==> src/rtl/lpf_regs.svh <==
`ifndef LPF_REGS_SVH
`define LPF_REGS_SVH

// Register byte offsets
`define LPF_OFF_MATCH_LO    12'h228
`define LPF_OFF_MATCH_HI    12'h22C
`define LPF_OFF_MASK_LO     12'h238
`define LPF_OFF_MASK_HI     12'h23C
`define LPF_OFF_RATE        12'h0D4

// Implemented bits of the match/mask pairs
`define LPF_LO_IMPL         32'h8003_FFF8
`define LPF_HI_IMPL         32'h000F_000F
`define LPF_LO_RESET        32'h0000_0000
`define LPF_HI_RESET        32'h0000_0000

// Low word field positions
`define LPF_RNID_TOP_POS    31
`define LPF_DNID_LSB        13
`define LPF_CLASS_LSB       9
`define LPF_OPC_LSB         5
`define LPF_VNET_LSB        3
`define LPF_DERIVED_MSB     12

// High word field positions
`define LPF_STATE_LSB       16
`define LPF_STATE_FIELD     32'h000F_0000
`define LPF_RNID_LOW_LSB    0
`define LPF_STATE_OPC_MAX   4'h2

// Rate status layout and reset
`define LPF_RATE_LSB        0
`define LPF_SLOW_POS        4
`define LPF_RATE_RESET      3'h3
`define LPF_SLOW_RESET      1'b1

// Event codes, extension clear
`define LPF_EV_TX_G0        8'h00
`define LPF_EV_RX_G0        8'h01
`define LPF_EV_TX_ALLOC     8'h04
`define LPF_EV_TX_BYPASS    8'h05
`define LPF_EV_TX_NE        8'h06
`define LPF_EV_TX_OCC       8'h07
`define LPF_EV_RX_ALLOC     8'h08
`define LPF_EV_RX_BYPASS    8'h09
`define LPF_EV_RX_NE        8'h0A
`define LPF_EV_RX_OCC       8'h0B
`define LPF_EV_TX_FULL      8'h0C
`define LPF_EV_TX_HALF      8'h0D
`define LPF_EV_RX_FULL      8'h0F
`define LPF_EV_RX_HALF      8'h10
`define LPF_EV_SHUTDOWN     8'h12
`define LPF_EV_SPAWN        8'h13
`define LPF_EV_CYCLES       8'h14

// Event codes, extension set
`define LPF_EX_TX_G1        8'h00
`define LPF_EX_TX_G2        8'h01
`define LPF_EX_RX_G1        8'h02
`define LPF_EX_RX_G2        8'h03
`define LPF_EX_ALLOC_FIRST  8'h09
`define LPF_EX_ALLOC_LAST   8'h0E
`define LPF_EX_OCC_FIRST    8'h15
`define LPF_EX_OCC_LAST     8'h1A
`define LPF_EX_CRED_OCC     8'h1B
`define LPF_EX_CRED_RET     8'h1C
`define LPF_EX_CRED_VNA     8'h1D
`define LPF_EX_CRED_VN0     8'h1E
`define LPF_EX_FILTER_HIT   8'h38

`endif

==> src/rtl/lpf_pkg.sv <==
package lpf_pkg;

    // Message class encodings
    typedef enum logic [3:0] {
        LPF_COHERENCE_REQUEST_CLASS  = 4'h0,
        LPF_COHERENCE_RESPONSE_CLASS = 4'h1,
        LPF_NONDATA_RESPONSE_CLASS   = 4'h2,
        LPF_PROBE_CLASS              = 4'h3,
        LPF_NONCOHERENT_STD_CLASS    = 4'h4,
        LPF_NONCOHERENT_BYPASS_CLASS = 4'hC,
        LPF_DATA_RESPONSE_CLASS      = 4'hE
    } lpf_msg_class_t;

    // Virtual network encodings, 1x is adaptive
    typedef enum logic [1:0] {
        LPF_VNET_ZERO     = 2'h0,
        LPF_VNET_ONE      = 2'h1,
        LPF_ADAPTIVE_VNET = 2'h2
    } lpf_vnet_t;

    // One-hot response line state
    typedef enum logic [3:0] {
        LPF_STATE_INVALID   = 4'h0,
        LPF_STATE_FORWARD   = 4'h1,
        LPF_STATE_SHARED    = 4'h2,
        LPF_STATE_EXCLUSIVE = 4'h4,
        LPF_STATE_MODIFIED  = 4'h8
    } lpf_line_state_t;

endpackage

==> src/rtl/lpf_top.sv <==
`timescale 1ns/100ps
`include "lpf_regs.svh"

// Operation
// - Message class at low bits 12:9
// - Opcode at 8:5, bit 8 sizes packet
// - Virtual network at 4:3, 1x adaptive
// - Line state at high bits 19:16
// - Remote node split, destination at 17:13
// - Derived settings use low bits 12:0
// - 0x1C00/0x1F80 selects any line data
// - State qualifier picks modified, exclusive, forwarding
// - 0x1C40 completion, 0x1C20 force-acknowledge data
// - 0x1C80/0x1CA0/0x1CC0 select writeback flavours
// - Any, 9-flit and 11-flit data responses
// - Bypass any, 9-flit, 11-flit, interrupt selection
// - Rate code in bits 2:0, reset 011
// - Bit 4 mirrors slow mode, set at reset
// - Base codes 0x04-0x0B buffer events
// - Base codes for power-state cycles
// - Spawn 0x13, cycles 0x14, group zero flits
// - Extended flit groups and filter hit 0x38
// - Extended per-class allocations and occupancy
// - Extended credit return and consumption codes
// - Filter hit adds one per hitting slot
module lpf_top #(
    parameter int NUM_CTR = 4,
    parameter int INC_W   = 8
) (
    // Clock and reset
    input  wire logic                     CLK_IN,
    input  wire logic                     RST_IN,
    // Configuration access
    input  wire logic [11:0]              CFG_ADDR_IN,
    input  wire logic                     CFG_WR_IN,
    input  wire logic                     CFG_RD_IN,
    input  wire logic [31:0]              CFG_WDATA_IN,
    output logic      [31:0]              CFG_RDATA_OUT,
    output logic                          CFG_RVALID_OUT,
    // Rate setting driven from PLL control
    input  wire logic [2:0]               LINK_RATE_IN,
    input  wire logic                     SLOW_MODE_IN,
    // Two packet slots per cycle
    input  wire logic [1:0]               SLOT_VALID_IN,
    input  wire logic [7:0]               SLOT_CLASS_IN,
    input  wire logic [7:0]               SLOT_OPCODE_IN,
    input  wire logic [3:0]               SLOT_VNET_IN,
    input  wire logic [9:0]               SLOT_DNID_IN,
    input  wire logic [9:0]               SLOT_RNID_IN,
    input  wire logic [7:0]               SLOT_STATE_IN,
    // Raw link-layer events
    input  wire logic [5:0]               TX_FLITS_IN,
    input  wire logic [5:0]               RX_FLITS_IN,
    input  wire logic [3:0]               TX_BUF_EVT_IN,
    input  wire logic [2:0]               RX_BUF_EVT_IN,
    input  wire logic [7:0]               RX_OCC_IN,
    input  wire logic [4:0]               POWER_EVT_IN,
    input  wire logic                     SPAWN_IN,
    input  wire logic [5:0]               CLASS_ALLOC_IN,
    input  wire logic [47:0]              CLASS_OCC_IN,
    input  wire logic [7:0]               CREDIT_OCC_IN,
    input  wire logic [2:0]               CREDIT_EVT_IN,
    // Counter event selection
    input  wire logic [NUM_CTR*8-1:0]     EVT_SEL_IN,
    input  wire logic [NUM_CTR-1:0]       EVT_EXT_IN,
    // Results
    output logic      [1:0]               FILTER_HIT_INC_OUT,
    output logic      [NUM_CTR*INC_W-1:0] EVT_INC_OUT
);

    logic [31:0] match_lo_r;
    logic [31:0] match_hi_r;
    logic [31:0] mask_lo_r;
    logic [31:0] mask_hi_r;
    logic [2:0]  rate_r;
    logic        slow_r;
    logic [3:0]  sync1_r;
    logic [3:0]  sync2_r;
    logic [3:0]  sync3_r;
    logic [31:0] rdata_nxt;
    logic [1:0]  slot_hit;
    logic [1:0]  hit_cnt;

    // Address decode
    logic sel_match_lo;
    logic sel_match_hi;
    logic sel_mask_lo;
    logic sel_mask_hi;
    logic sel_rate;
    assign sel_match_lo = (CFG_ADDR_IN == `LPF_OFF_MATCH_LO);
    assign sel_match_hi = (CFG_ADDR_IN == `LPF_OFF_MATCH_HI);
    assign sel_mask_lo  = (CFG_ADDR_IN == `LPF_OFF_MASK_LO);
    assign sel_mask_hi  = (CFG_ADDR_IN == `LPF_OFF_MASK_HI);
    assign sel_rate     = (CFG_ADDR_IN == `LPF_OFF_RATE);

    // Reserved bits are not stored, so a careless write cannot widen the filter
    logic [31:0] wdata_lo;
    logic [31:0] wdata_hi;
    assign wdata_lo = CFG_WDATA_IN & `LPF_LO_IMPL;
    assign wdata_hi = CFG_WDATA_IN & `LPF_HI_IMPL;

    // Write enables; the rate register has none, so writes to it are dropped
    logic we_match_lo;
    logic we_match_hi;
    logic we_mask_lo;
    logic we_mask_hi;
    assign we_match_lo = CFG_WR_IN && sel_match_lo;
    assign we_match_hi = CFG_WR_IN && sel_match_hi;
    assign we_mask_lo  = CFG_WR_IN && sel_mask_lo;
    assign we_mask_hi  = CFG_WR_IN && sel_mask_hi;

    always_ff @(posedge CLK_IN or posedge RST_IN) begin
        if (RST_IN) begin
            match_lo_r <= `LPF_LO_RESET;
        end else if (we_match_lo) begin
            match_lo_r <= wdata_lo;
        end
    end

    always_ff @(posedge CLK_IN or posedge RST_IN) begin
        if (RST_IN) begin
            match_hi_r <= `LPF_HI_RESET;
        end else if (we_match_hi) begin
            match_hi_r <= wdata_hi;
        end
    end

    always_ff @(posedge CLK_IN or posedge RST_IN) begin
        if (RST_IN) begin
            mask_lo_r <= `LPF_LO_RESET;
        end else if (we_mask_lo) begin
            mask_lo_r <= wdata_lo;
        end
    end

    always_ff @(posedge CLK_IN or posedge RST_IN) begin
        if (RST_IN) begin
            mask_hi_r <= `LPF_HI_RESET;
        end else if (we_mask_hi) begin
            mask_hi_r <= wdata_hi;
        end
    end

    // Rate pins come from PLL control, outside this clock's domain
    always_ff @(posedge CLK_IN or posedge RST_IN) begin
        if (RST_IN) begin
            sync1_r <= {`LPF_SLOW_RESET, `LPF_RATE_RESET};
            sync2_r <= {`LPF_SLOW_RESET, `LPF_RATE_RESET};
            sync3_r <= {`LPF_SLOW_RESET, `LPF_RATE_RESET};
        end else begin
            sync1_r <= {SLOW_MODE_IN, LINK_RATE_IN};
            sync2_r <= sync1_r;
            sync3_r <= sync2_r;
        end
    end

    // Take a new setting only once two stages agree, so a skewed change is never seen half-way
    logic rate_stable;
    assign rate_stable = (sync2_r == sync3_r);

    always_ff @(posedge CLK_IN or posedge RST_IN) begin
        if (RST_IN) begin
            rate_r <= `LPF_RATE_RESET;
            slow_r <= `LPF_SLOW_RESET;
        end else if (rate_stable) begin
            rate_r <= sync3_r[2:0];
            slow_r <= sync3_r[3];
        end
    end

    // Read mux; unmapped addresses read zero, rate register ignores writes
    logic [31:0] rate_word;
    assign rate_word = ({29'h0000_0000, rate_r} << `LPF_RATE_LSB)
                       | ({31'h0000_0000, slow_r} << `LPF_SLOW_POS);

    always_comb begin
        rdata_nxt = 32'h0000_0000;
        if (sel_match_lo) begin
            rdata_nxt = match_lo_r;
        end else if (sel_match_hi) begin
            rdata_nxt = match_hi_r;
        end else if (sel_mask_lo) begin
            rdata_nxt = mask_lo_r;
        end else if (sel_mask_hi) begin
            rdata_nxt = mask_hi_r;
        end else if (sel_rate) begin
            rdata_nxt = rate_word;
        end
    end

    always_ff @(posedge CLK_IN or posedge RST_IN) begin
        if (RST_IN) begin
            CFG_RDATA_OUT  <= 32'h0000_0000;
            CFG_RVALID_OUT <= 1'b0;
        end else begin
            CFG_RDATA_OUT  <= CFG_RD_IN ? rdata_nxt : 32'h0000_0000;
            CFG_RVALID_OUT <= CFG_RD_IN;
        end
    end

    // One comparator per slot; the derived selections follow from the masked compare
    genvar s;
    generate
        for (s = 0; s < 2; s++) begin : g_slot
            lpf_slot_match u_match (
                .valid_in    (SLOT_VALID_IN[s]),
                .class_in    (SLOT_CLASS_IN[s*4 +: 4]),
                .opcode_in   (SLOT_OPCODE_IN[s*4 +: 4]),
                .vnet_in     (SLOT_VNET_IN[s*2 +: 2]),
                .dnid_in     (SLOT_DNID_IN[s*5 +: 5]),
                .rnid_in     (SLOT_RNID_IN[s*5 +: 5]),
                .state_in    (SLOT_STATE_IN[s*4 +: 4]),
                .match_lo_in (match_lo_r),
                .mask_lo_in  (mask_lo_r),
                .match_hi_in (match_hi_r),
                .mask_hi_in  (mask_hi_r),
                .hit_out     (slot_hit[s])
            );
        end
    endgenerate

    assign hit_cnt = {1'b0, slot_hit[0]} + {1'b0, slot_hit[1]};

    always_ff @(posedge CLK_IN or posedge RST_IN) begin
        if (RST_IN) begin
            FILTER_HIT_INC_OUT <= 2'h0;
        end else begin
            FILTER_HIT_INC_OUT <= hit_cnt;
        end
    end

    // Event selection per counter; unknown codes add nothing
    genvar c;
    generate
        for (c = 0; c < NUM_CTR; c++) begin : g_ctr
            logic [7:0]       code;
            logic [7:0]       inc_base;
            logic [7:0]       inc_ext;
            logic [INC_W-1:0] inc_nxt;
            assign code = EVT_SEL_IN[c*8 +: 8];

            always_comb begin
                inc_base = 8'h00;
                unique case (code)
                    `LPF_EV_TX_G0:     inc_base = {6'h00, TX_FLITS_IN[1:0]};
                    `LPF_EV_RX_G0:     inc_base = {6'h00, RX_FLITS_IN[1:0]};
                    `LPF_EV_TX_ALLOC:  inc_base = {7'h00, TX_BUF_EVT_IN[0]};
                    `LPF_EV_TX_BYPASS: inc_base = {7'h00, TX_BUF_EVT_IN[1]};
                    `LPF_EV_TX_NE:     inc_base = {7'h00, TX_BUF_EVT_IN[2]};
                    `LPF_EV_TX_OCC:    inc_base = {7'h00, TX_BUF_EVT_IN[3]};
                    `LPF_EV_RX_ALLOC:  inc_base = {7'h00, RX_BUF_EVT_IN[0]};
                    `LPF_EV_RX_BYPASS: inc_base = {7'h00, RX_BUF_EVT_IN[1]};
                    `LPF_EV_RX_NE:     inc_base = {7'h00, RX_BUF_EVT_IN[2]};
                    `LPF_EV_RX_OCC:    inc_base = RX_OCC_IN;
                    `LPF_EV_TX_FULL:   inc_base = {7'h00, POWER_EVT_IN[0]};
                    `LPF_EV_TX_HALF:   inc_base = {7'h00, POWER_EVT_IN[1]};
                    `LPF_EV_RX_FULL:   inc_base = {7'h00, POWER_EVT_IN[2]};
                    `LPF_EV_RX_HALF:   inc_base = {7'h00, POWER_EVT_IN[3]};
                    `LPF_EV_SHUTDOWN:  inc_base = {7'h00, POWER_EVT_IN[4]};
                    `LPF_EV_SPAWN:     inc_base = {7'h00, SPAWN_IN};
                    `LPF_EV_CYCLES:    inc_base = 8'h01;
                    default:           inc_base = 8'h00;
                endcase
            end

            always_comb begin
                inc_ext = 8'h00;
                if (code >= `LPF_EX_ALLOC_FIRST && code <= `LPF_EX_ALLOC_LAST) begin
                    inc_ext = {7'h00, CLASS_ALLOC_IN[3'(code - `LPF_EX_ALLOC_FIRST)]};
                end else if (code >= `LPF_EX_OCC_FIRST && code <= `LPF_EX_OCC_LAST) begin
                    inc_ext = CLASS_OCC_IN[6'(code - `LPF_EX_OCC_FIRST) * 8 +: 8];
                end else begin
                    unique case (code)
                        `LPF_EX_TX_G1:      inc_ext = {6'h00, TX_FLITS_IN[3:2]};
                        `LPF_EX_TX_G2:      inc_ext = {6'h00, TX_FLITS_IN[5:4]};
                        `LPF_EX_RX_G1:      inc_ext = {6'h00, RX_FLITS_IN[3:2]};
                        `LPF_EX_RX_G2:      inc_ext = {6'h00, RX_FLITS_IN[5:4]};
                        `LPF_EX_CRED_OCC:   inc_ext = CREDIT_OCC_IN;
                        `LPF_EX_CRED_RET:   inc_ext = {7'h00, CREDIT_EVT_IN[0]};
                        `LPF_EX_CRED_VNA:   inc_ext = {7'h00, CREDIT_EVT_IN[1]};
                        `LPF_EX_CRED_VN0:   inc_ext = {7'h00, CREDIT_EVT_IN[2]};
                        `LPF_EX_FILTER_HIT: inc_ext = {6'h00, hit_cnt};
                        default:            inc_ext = 8'h00;
                    endcase
                end
            end

            // Extension bit picks the second code group
            assign inc_nxt = INC_W'(EVT_EXT_IN[c] ? inc_ext : inc_base);

            always_ff @(posedge CLK_IN or posedge RST_IN) begin
                if (RST_IN) begin
                    EVT_INC_OUT[c*INC_W +: INC_W] <= '0;
                end else begin
                    EVT_INC_OUT[c*INC_W +: INC_W] <= inc_nxt;
                end
            end
        end
    endgenerate

endmodule // lpf_top

==> src/rtl/lpf_slot_match.sv <==
`timescale 1ns/100ps
`include "lpf_regs.svh"

module lpf_slot_match (
    // Packet slot
    input  wire logic        valid_in,
    input  wire logic [3:0]  class_in,
    input  wire logic [3:0]  opcode_in,
    input  wire logic [1:0]  vnet_in,
    input  wire logic [4:0]  dnid_in,
    input  wire logic [4:0]  rnid_in,
    input  wire logic [3:0]  state_in,
    // Filter setting
    input  wire logic [31:0] match_lo_in,
    input  wire logic [31:0] mask_lo_in,
    input  wire logic [31:0] match_hi_in,
    input  wire logic [31:0] mask_hi_in,
    // Result
    output logic             hit_out
);

    logic [31:0] pkt_lo;
    logic [31:0] pkt_hi;
    logic        state_valid;
    logic [31:0] mask_hi_eff;
    logic        lo_ok;
    logic        hi_ok;

    // Remote node split over both words, destination in the low word
    assign pkt_lo = {rnid_in[4], 13'h0000, dnid_in, class_in, opcode_in, vnet_in, 3'h0};
    assign pkt_hi = {12'h000, state_in, 12'h000, rnid_in[3:0]};

    // Line state only means something on data responses with opcode 0..2
    assign state_valid = (class_in == lpf_pkg::LPF_DATA_RESPONSE_CLASS)
                         && (opcode_in <= `LPF_STATE_OPC_MAX);
    assign mask_hi_eff = state_valid ? mask_hi_in : (mask_hi_in & ~`LPF_STATE_FIELD);

    assign lo_ok   = (((pkt_lo ^ match_lo_in) & mask_lo_in) == 32'h0000_0000);
    assign hi_ok   = (((pkt_hi ^ match_hi_in) & mask_hi_eff) == 32'h0000_0000);
    assign hit_out = valid_in && lo_ok && hi_ok;

endmodule // lpf_slot_match

==> config.mk <==
export PLATFORM = sky130hd
export DESIGN_NAME = lpf_top
export DESIGN_NICKNAME = d
export VERILOG_FILES = /design/src/rtl/lpf_pkg.sv /design/src/rtl/lpf_top.sv /design/src/rtl/lpf_slot_match.sv
export VERILOG_INCLUDE_DIRS = /design/src /design/src/rtl
export SDC_FILE = /design/constraint.sdc
export NUM_CORES = 1
export LEC_CHECK = 0
export BUFFER_PORTS_ARGS = -buffer_cell sky130_fd_sc_hd__buf_2
export CORE_AREA = 8 8 203 108
export CTS_CLUSTER_DIAMETER = 30
export DETAILED_ROUTE_END_ITERATION = 10
export DIE_AREA = 0 0 211 116
export PLACE_DENSITY = 0.79
export SLEW_MARGIN = 0
export SYNTH_ARGS = -nofsm -noshare
export SYNTH_HDL_FRONTEND = slang
export SYNTH_SLANG_ARGS = --single-unit
==> constraint.sdc <==
create_clock -name CLK_IN -period 9.65 [get_ports CLK_IN]
set_input_delay 0.965 -clock CLK_IN [delete_from_list [all_inputs] [get_ports CLK_IN]]
set_output_delay 0.965 -clock CLK_IN [all_outputs]
set_load 0.03 [all_outputs]
==> metrics.md <==
| Metric | Value |
|---|---|
| CTS H-tree depth | 4 |
| Slew headroom | 0.148 |
| Syn Inst Count | 968 |
| Grt total ovfl | 0 |
| Clock Tree Root | clkbuf_16 |
| Top FF cell, synth | dfrtp_1 |
| Via count | 9845 |
| Post-synthesis sequential area ratio | 0.315 |
| Initial antenna violation count | 9 |
| Layout cells sized above 1 | 0.366 |
| Starting density of the core | 0.503 |
| Maximum fanout along the worst path | 16 |
| Pin count of the biggest net entering global routing | 80 |
| Die area | 0.0245 mm² |
| CP Launch Type | input pin |
| Crit Reg-Reg Startpoint | match_lo_r[17]$_DFFE_PP0P_ |
| Crit path DAT | between 4 and 5 ns |
| Netlist cell types | 82 |
| IO buf count | 280 |
| Part of the cycle the worst path needs | 0.401 |
| Yosys warns | 0 |
| VDD IR-drop max | 0.130 mV |
| Max Root-Sink Buffers | 2 |
| Asr flop ratio synth | 1.00 |
| Residual DRC count | 0 |
| CTS tree | yes |
| Fmax | 259 MHz |
| Placed Area | between 0.01 and 0.015 mm² |
| Status | finished clean |
| HPWL Detailed | ~32000 µm |
| Sinks on Clock Net | between 100 and 150 |
| Final Hold Viols | 0 |
| Avg WL per Cell | 26.9 µm |
| Endpoint class of the critical path | flip-flop |
| Worst Hold Class | flip-flop to flip-flop |
| Worst R2R Path Depth | 9 |
| Fin crit period | 3.87 ns |
| Crit path setup slack, layout | approximately 5.8 ns |
| Global Route Usage Sum | 0.321 |
| Clock transition at path regs | 0.06 ns |
| Post-route antenna net violation count | 0 |
| # nets final | 1467 |
| Vias in the first global route | 9708 |
| RSZ-0062 raised after global routing | false |
| Die Wd | 211 µm |
| Leak | about 0.0055 µW |
| Pwr per Cell Area | ~130 mW/mm² |
| Post-CTS setup buffer count | 0 |
| GPL Wtd Cong | 0.994 |
| Reg2reg end | EVT_INC_OUT[16]$_DFF_PP0_ |
| Setup TNS Final | 0 ns |
| Num rows | 36 |
| Endpoints failing setup | 0 |
| Filler cells | 1642 |
| Hold_buf cts | 0 |
| WHS | 0.355 ns |
| Slew @ Worst Pin | approximately 1.3 ns |
| First-pass GRT wire length | 59600 µm |
| Area of the mapped netlist | 0.00958 mm² |
| Worst endpoint required time | 9.94 ns |
| CTS resizes | 0 |
| Overall die height | 116 µm |
| Commonest non-fill, non-tap cell in the layout | buf_2 |
| Max_cap viols | 0 |
| Syn-to-layout area delta | 21.8% |
| Design area | 0.0117 mm² |
| Post-synth EDFFs | 0 |
| CTS Buf Count | 17 |
| Design Power | 1540 µW |
| Most frequent cells in the layout | buf_2, dfrtp_1, mux2_2 |
| Worst hold start | sync1_r[0]$_DFF_PP1_ |
| CP endpoint | mask_lo_r[9]$_DFFE_PP0P_ |
| 1st-pass router iterations | 6 |
| Setup crit start | CFG_ADDR_IN[8] |
| Worst-skew pair later-pin latency | 0.41 ns |
| Drt via density | approximately 6.6 |
| DP Worst Slack | 5.48 ns |
| Synthesized flop and latch total | 120 |
| Pins over their slew limit | 0 |
| Floorplan core area | 0.0191 mm² |
| I/O pin cnt | 303 |
| Skew final | 0.00929 ns |
| WS Path Type | input pin to flip-flop |
| Routed WL | ~40000 µm |
| Reg2reg setup slack | between 6 and 7 ns |
| Synthesized area per cell | approximately 9.9 µm² |
| DR iter-0 viols | about 1400 |
kinds of logic after synthesis:
kind of cell,Yosys count,synth area share
AO/OA/AOI/OAI,258,0.194
XOR/XNOR,62,0.0575
adder cells (fa/ha/maj),21,0.0274
buffers and inverters,95,0.0484
flip-flops,120,0.315
multiplexers,137,0.199
other,1,0.000391
AND/OR/NAND/NOR,274,0.158
power by group:
| part | internal [µW] | switching [µW] |
|---|---|---|
| Clock | 413 | 259 |
| Combinational | 130 | 210 |
| Sequential | 520 | 8.43 |
worst min-delay path by stage:
stage / endpoint / slack (ns) / cells after the start
global route: sync2_r[3]$_DFF_PP1_ / 0.36 / 0
detailed placement: sync2_r[0]$_DFF_PP1_ / 0.35 / 0
CTS: sync2_r[0]$_DFF_PP1_ / 0.36 / 0
floorplan: sync2_r[2]$_DFF_PP0_ / 0.33 / 0
finish: sync2_r[0]$_DFF_PP1_ / 0.35 / 0
global placement: sync2_r[2]$_DFF_PP0_ / 0.33 / 0
metal layers:
metal	global-route usage	vias to the layer above	share of wire
met4	0.0691	6	0.015
li1	-	4240	-
met3	0.155	59	0.15
met1	0.461	4829	0.43
met2	0.425	711	0.40
met5	0	-	0.00082
worst max-delay path, cell delays in order:
cell and delay, ns:
buf_2 0.10, nor3_1 0.29, nand4_2 0.30, nor3b_2 1.09
nand2_1 0.87, mux2_2 0.52
registers in the layout, summed over array words and instances, names as in the netlist:
name,flops
EVT_INC_OUT,32
CFG_RDATA_OUT,21
mask_lo_r,16
match_lo_r,16
mask_hi_r,8
match_hi_r,8
sync1_r,4
sync2_r,4
sync3_r,4
rate_r,3
FILTER_HIT_INC_OUT,2
CFG_RVALID_OUT,1
slow_r,1
Yosys cell counts (all sizes together) (5+ instances only):
cell type | instances | area, µm²
dfrtp | 108 | 2700
mux2 | 58 | 653
a21oi | 55 | 275
a22oi | 55 | 413
nor3 | 55 | 285
xor2 | 54 | 473
nand2 | 50 | 188
clkbuf | 45 | 189
mux2i | 42 | 420
nor2 | 40 | 150
mux4 | 37 | 833
buf | 32 | 203
o21ai | 31 | 155
nand3 | 27 | 135
nor2b | 22 | 138
ha | 21 | 263
a221o | 18 | 180
inv | 17 | 63.8
nor4 | 15 | 106
a222oi | 13 | 130
dfstp | 12 | 315
nand2b | 11 | 68.8
a31oi | 10 | 62.6
nand4 | 10 | 68.8
a22o | 8 | 70.1
o22ai | 8 | 50.1
xnor2 | 8 | 77.6
a21o | 7 | 52.6
or3 | 7 | 43.8
a221oi | 5 | 43.8
and3 | 5 | 37.5
nand3b | 5 | 37.5
nor4b | 5 | 58.8
o2111ai | 5 | 61.3
through the flow:
step           utilization  instances
2_1_floorplan            -        978
3_3_place_gp         0.579       1457
3_5_place_dp         0.579       1457
4_1_cts              0.612       1489
5_1_grt              0.613       1495
6_report             0.613       1495
layout make-up:
type | count | area [µm²] | area share
Sequential cell | 120 | 3020 | 0.259
Clock inverter | 15 | 191 | 0.0164
Clock buffer | 17 | 425 | 0.0364
Antenna cell | 6 | 15.0 | 0.00129
Timing Repair Buffer | 290 | 1480 | 0.127
Inverter | 18 | 75.1 | 0.00643
Multi-Input combinational cell | 763 | 6140 | 0.526
Tap cell | 266 | 333 | 0.0285
No activity file was read; power rests on OpenSTA's default activity.
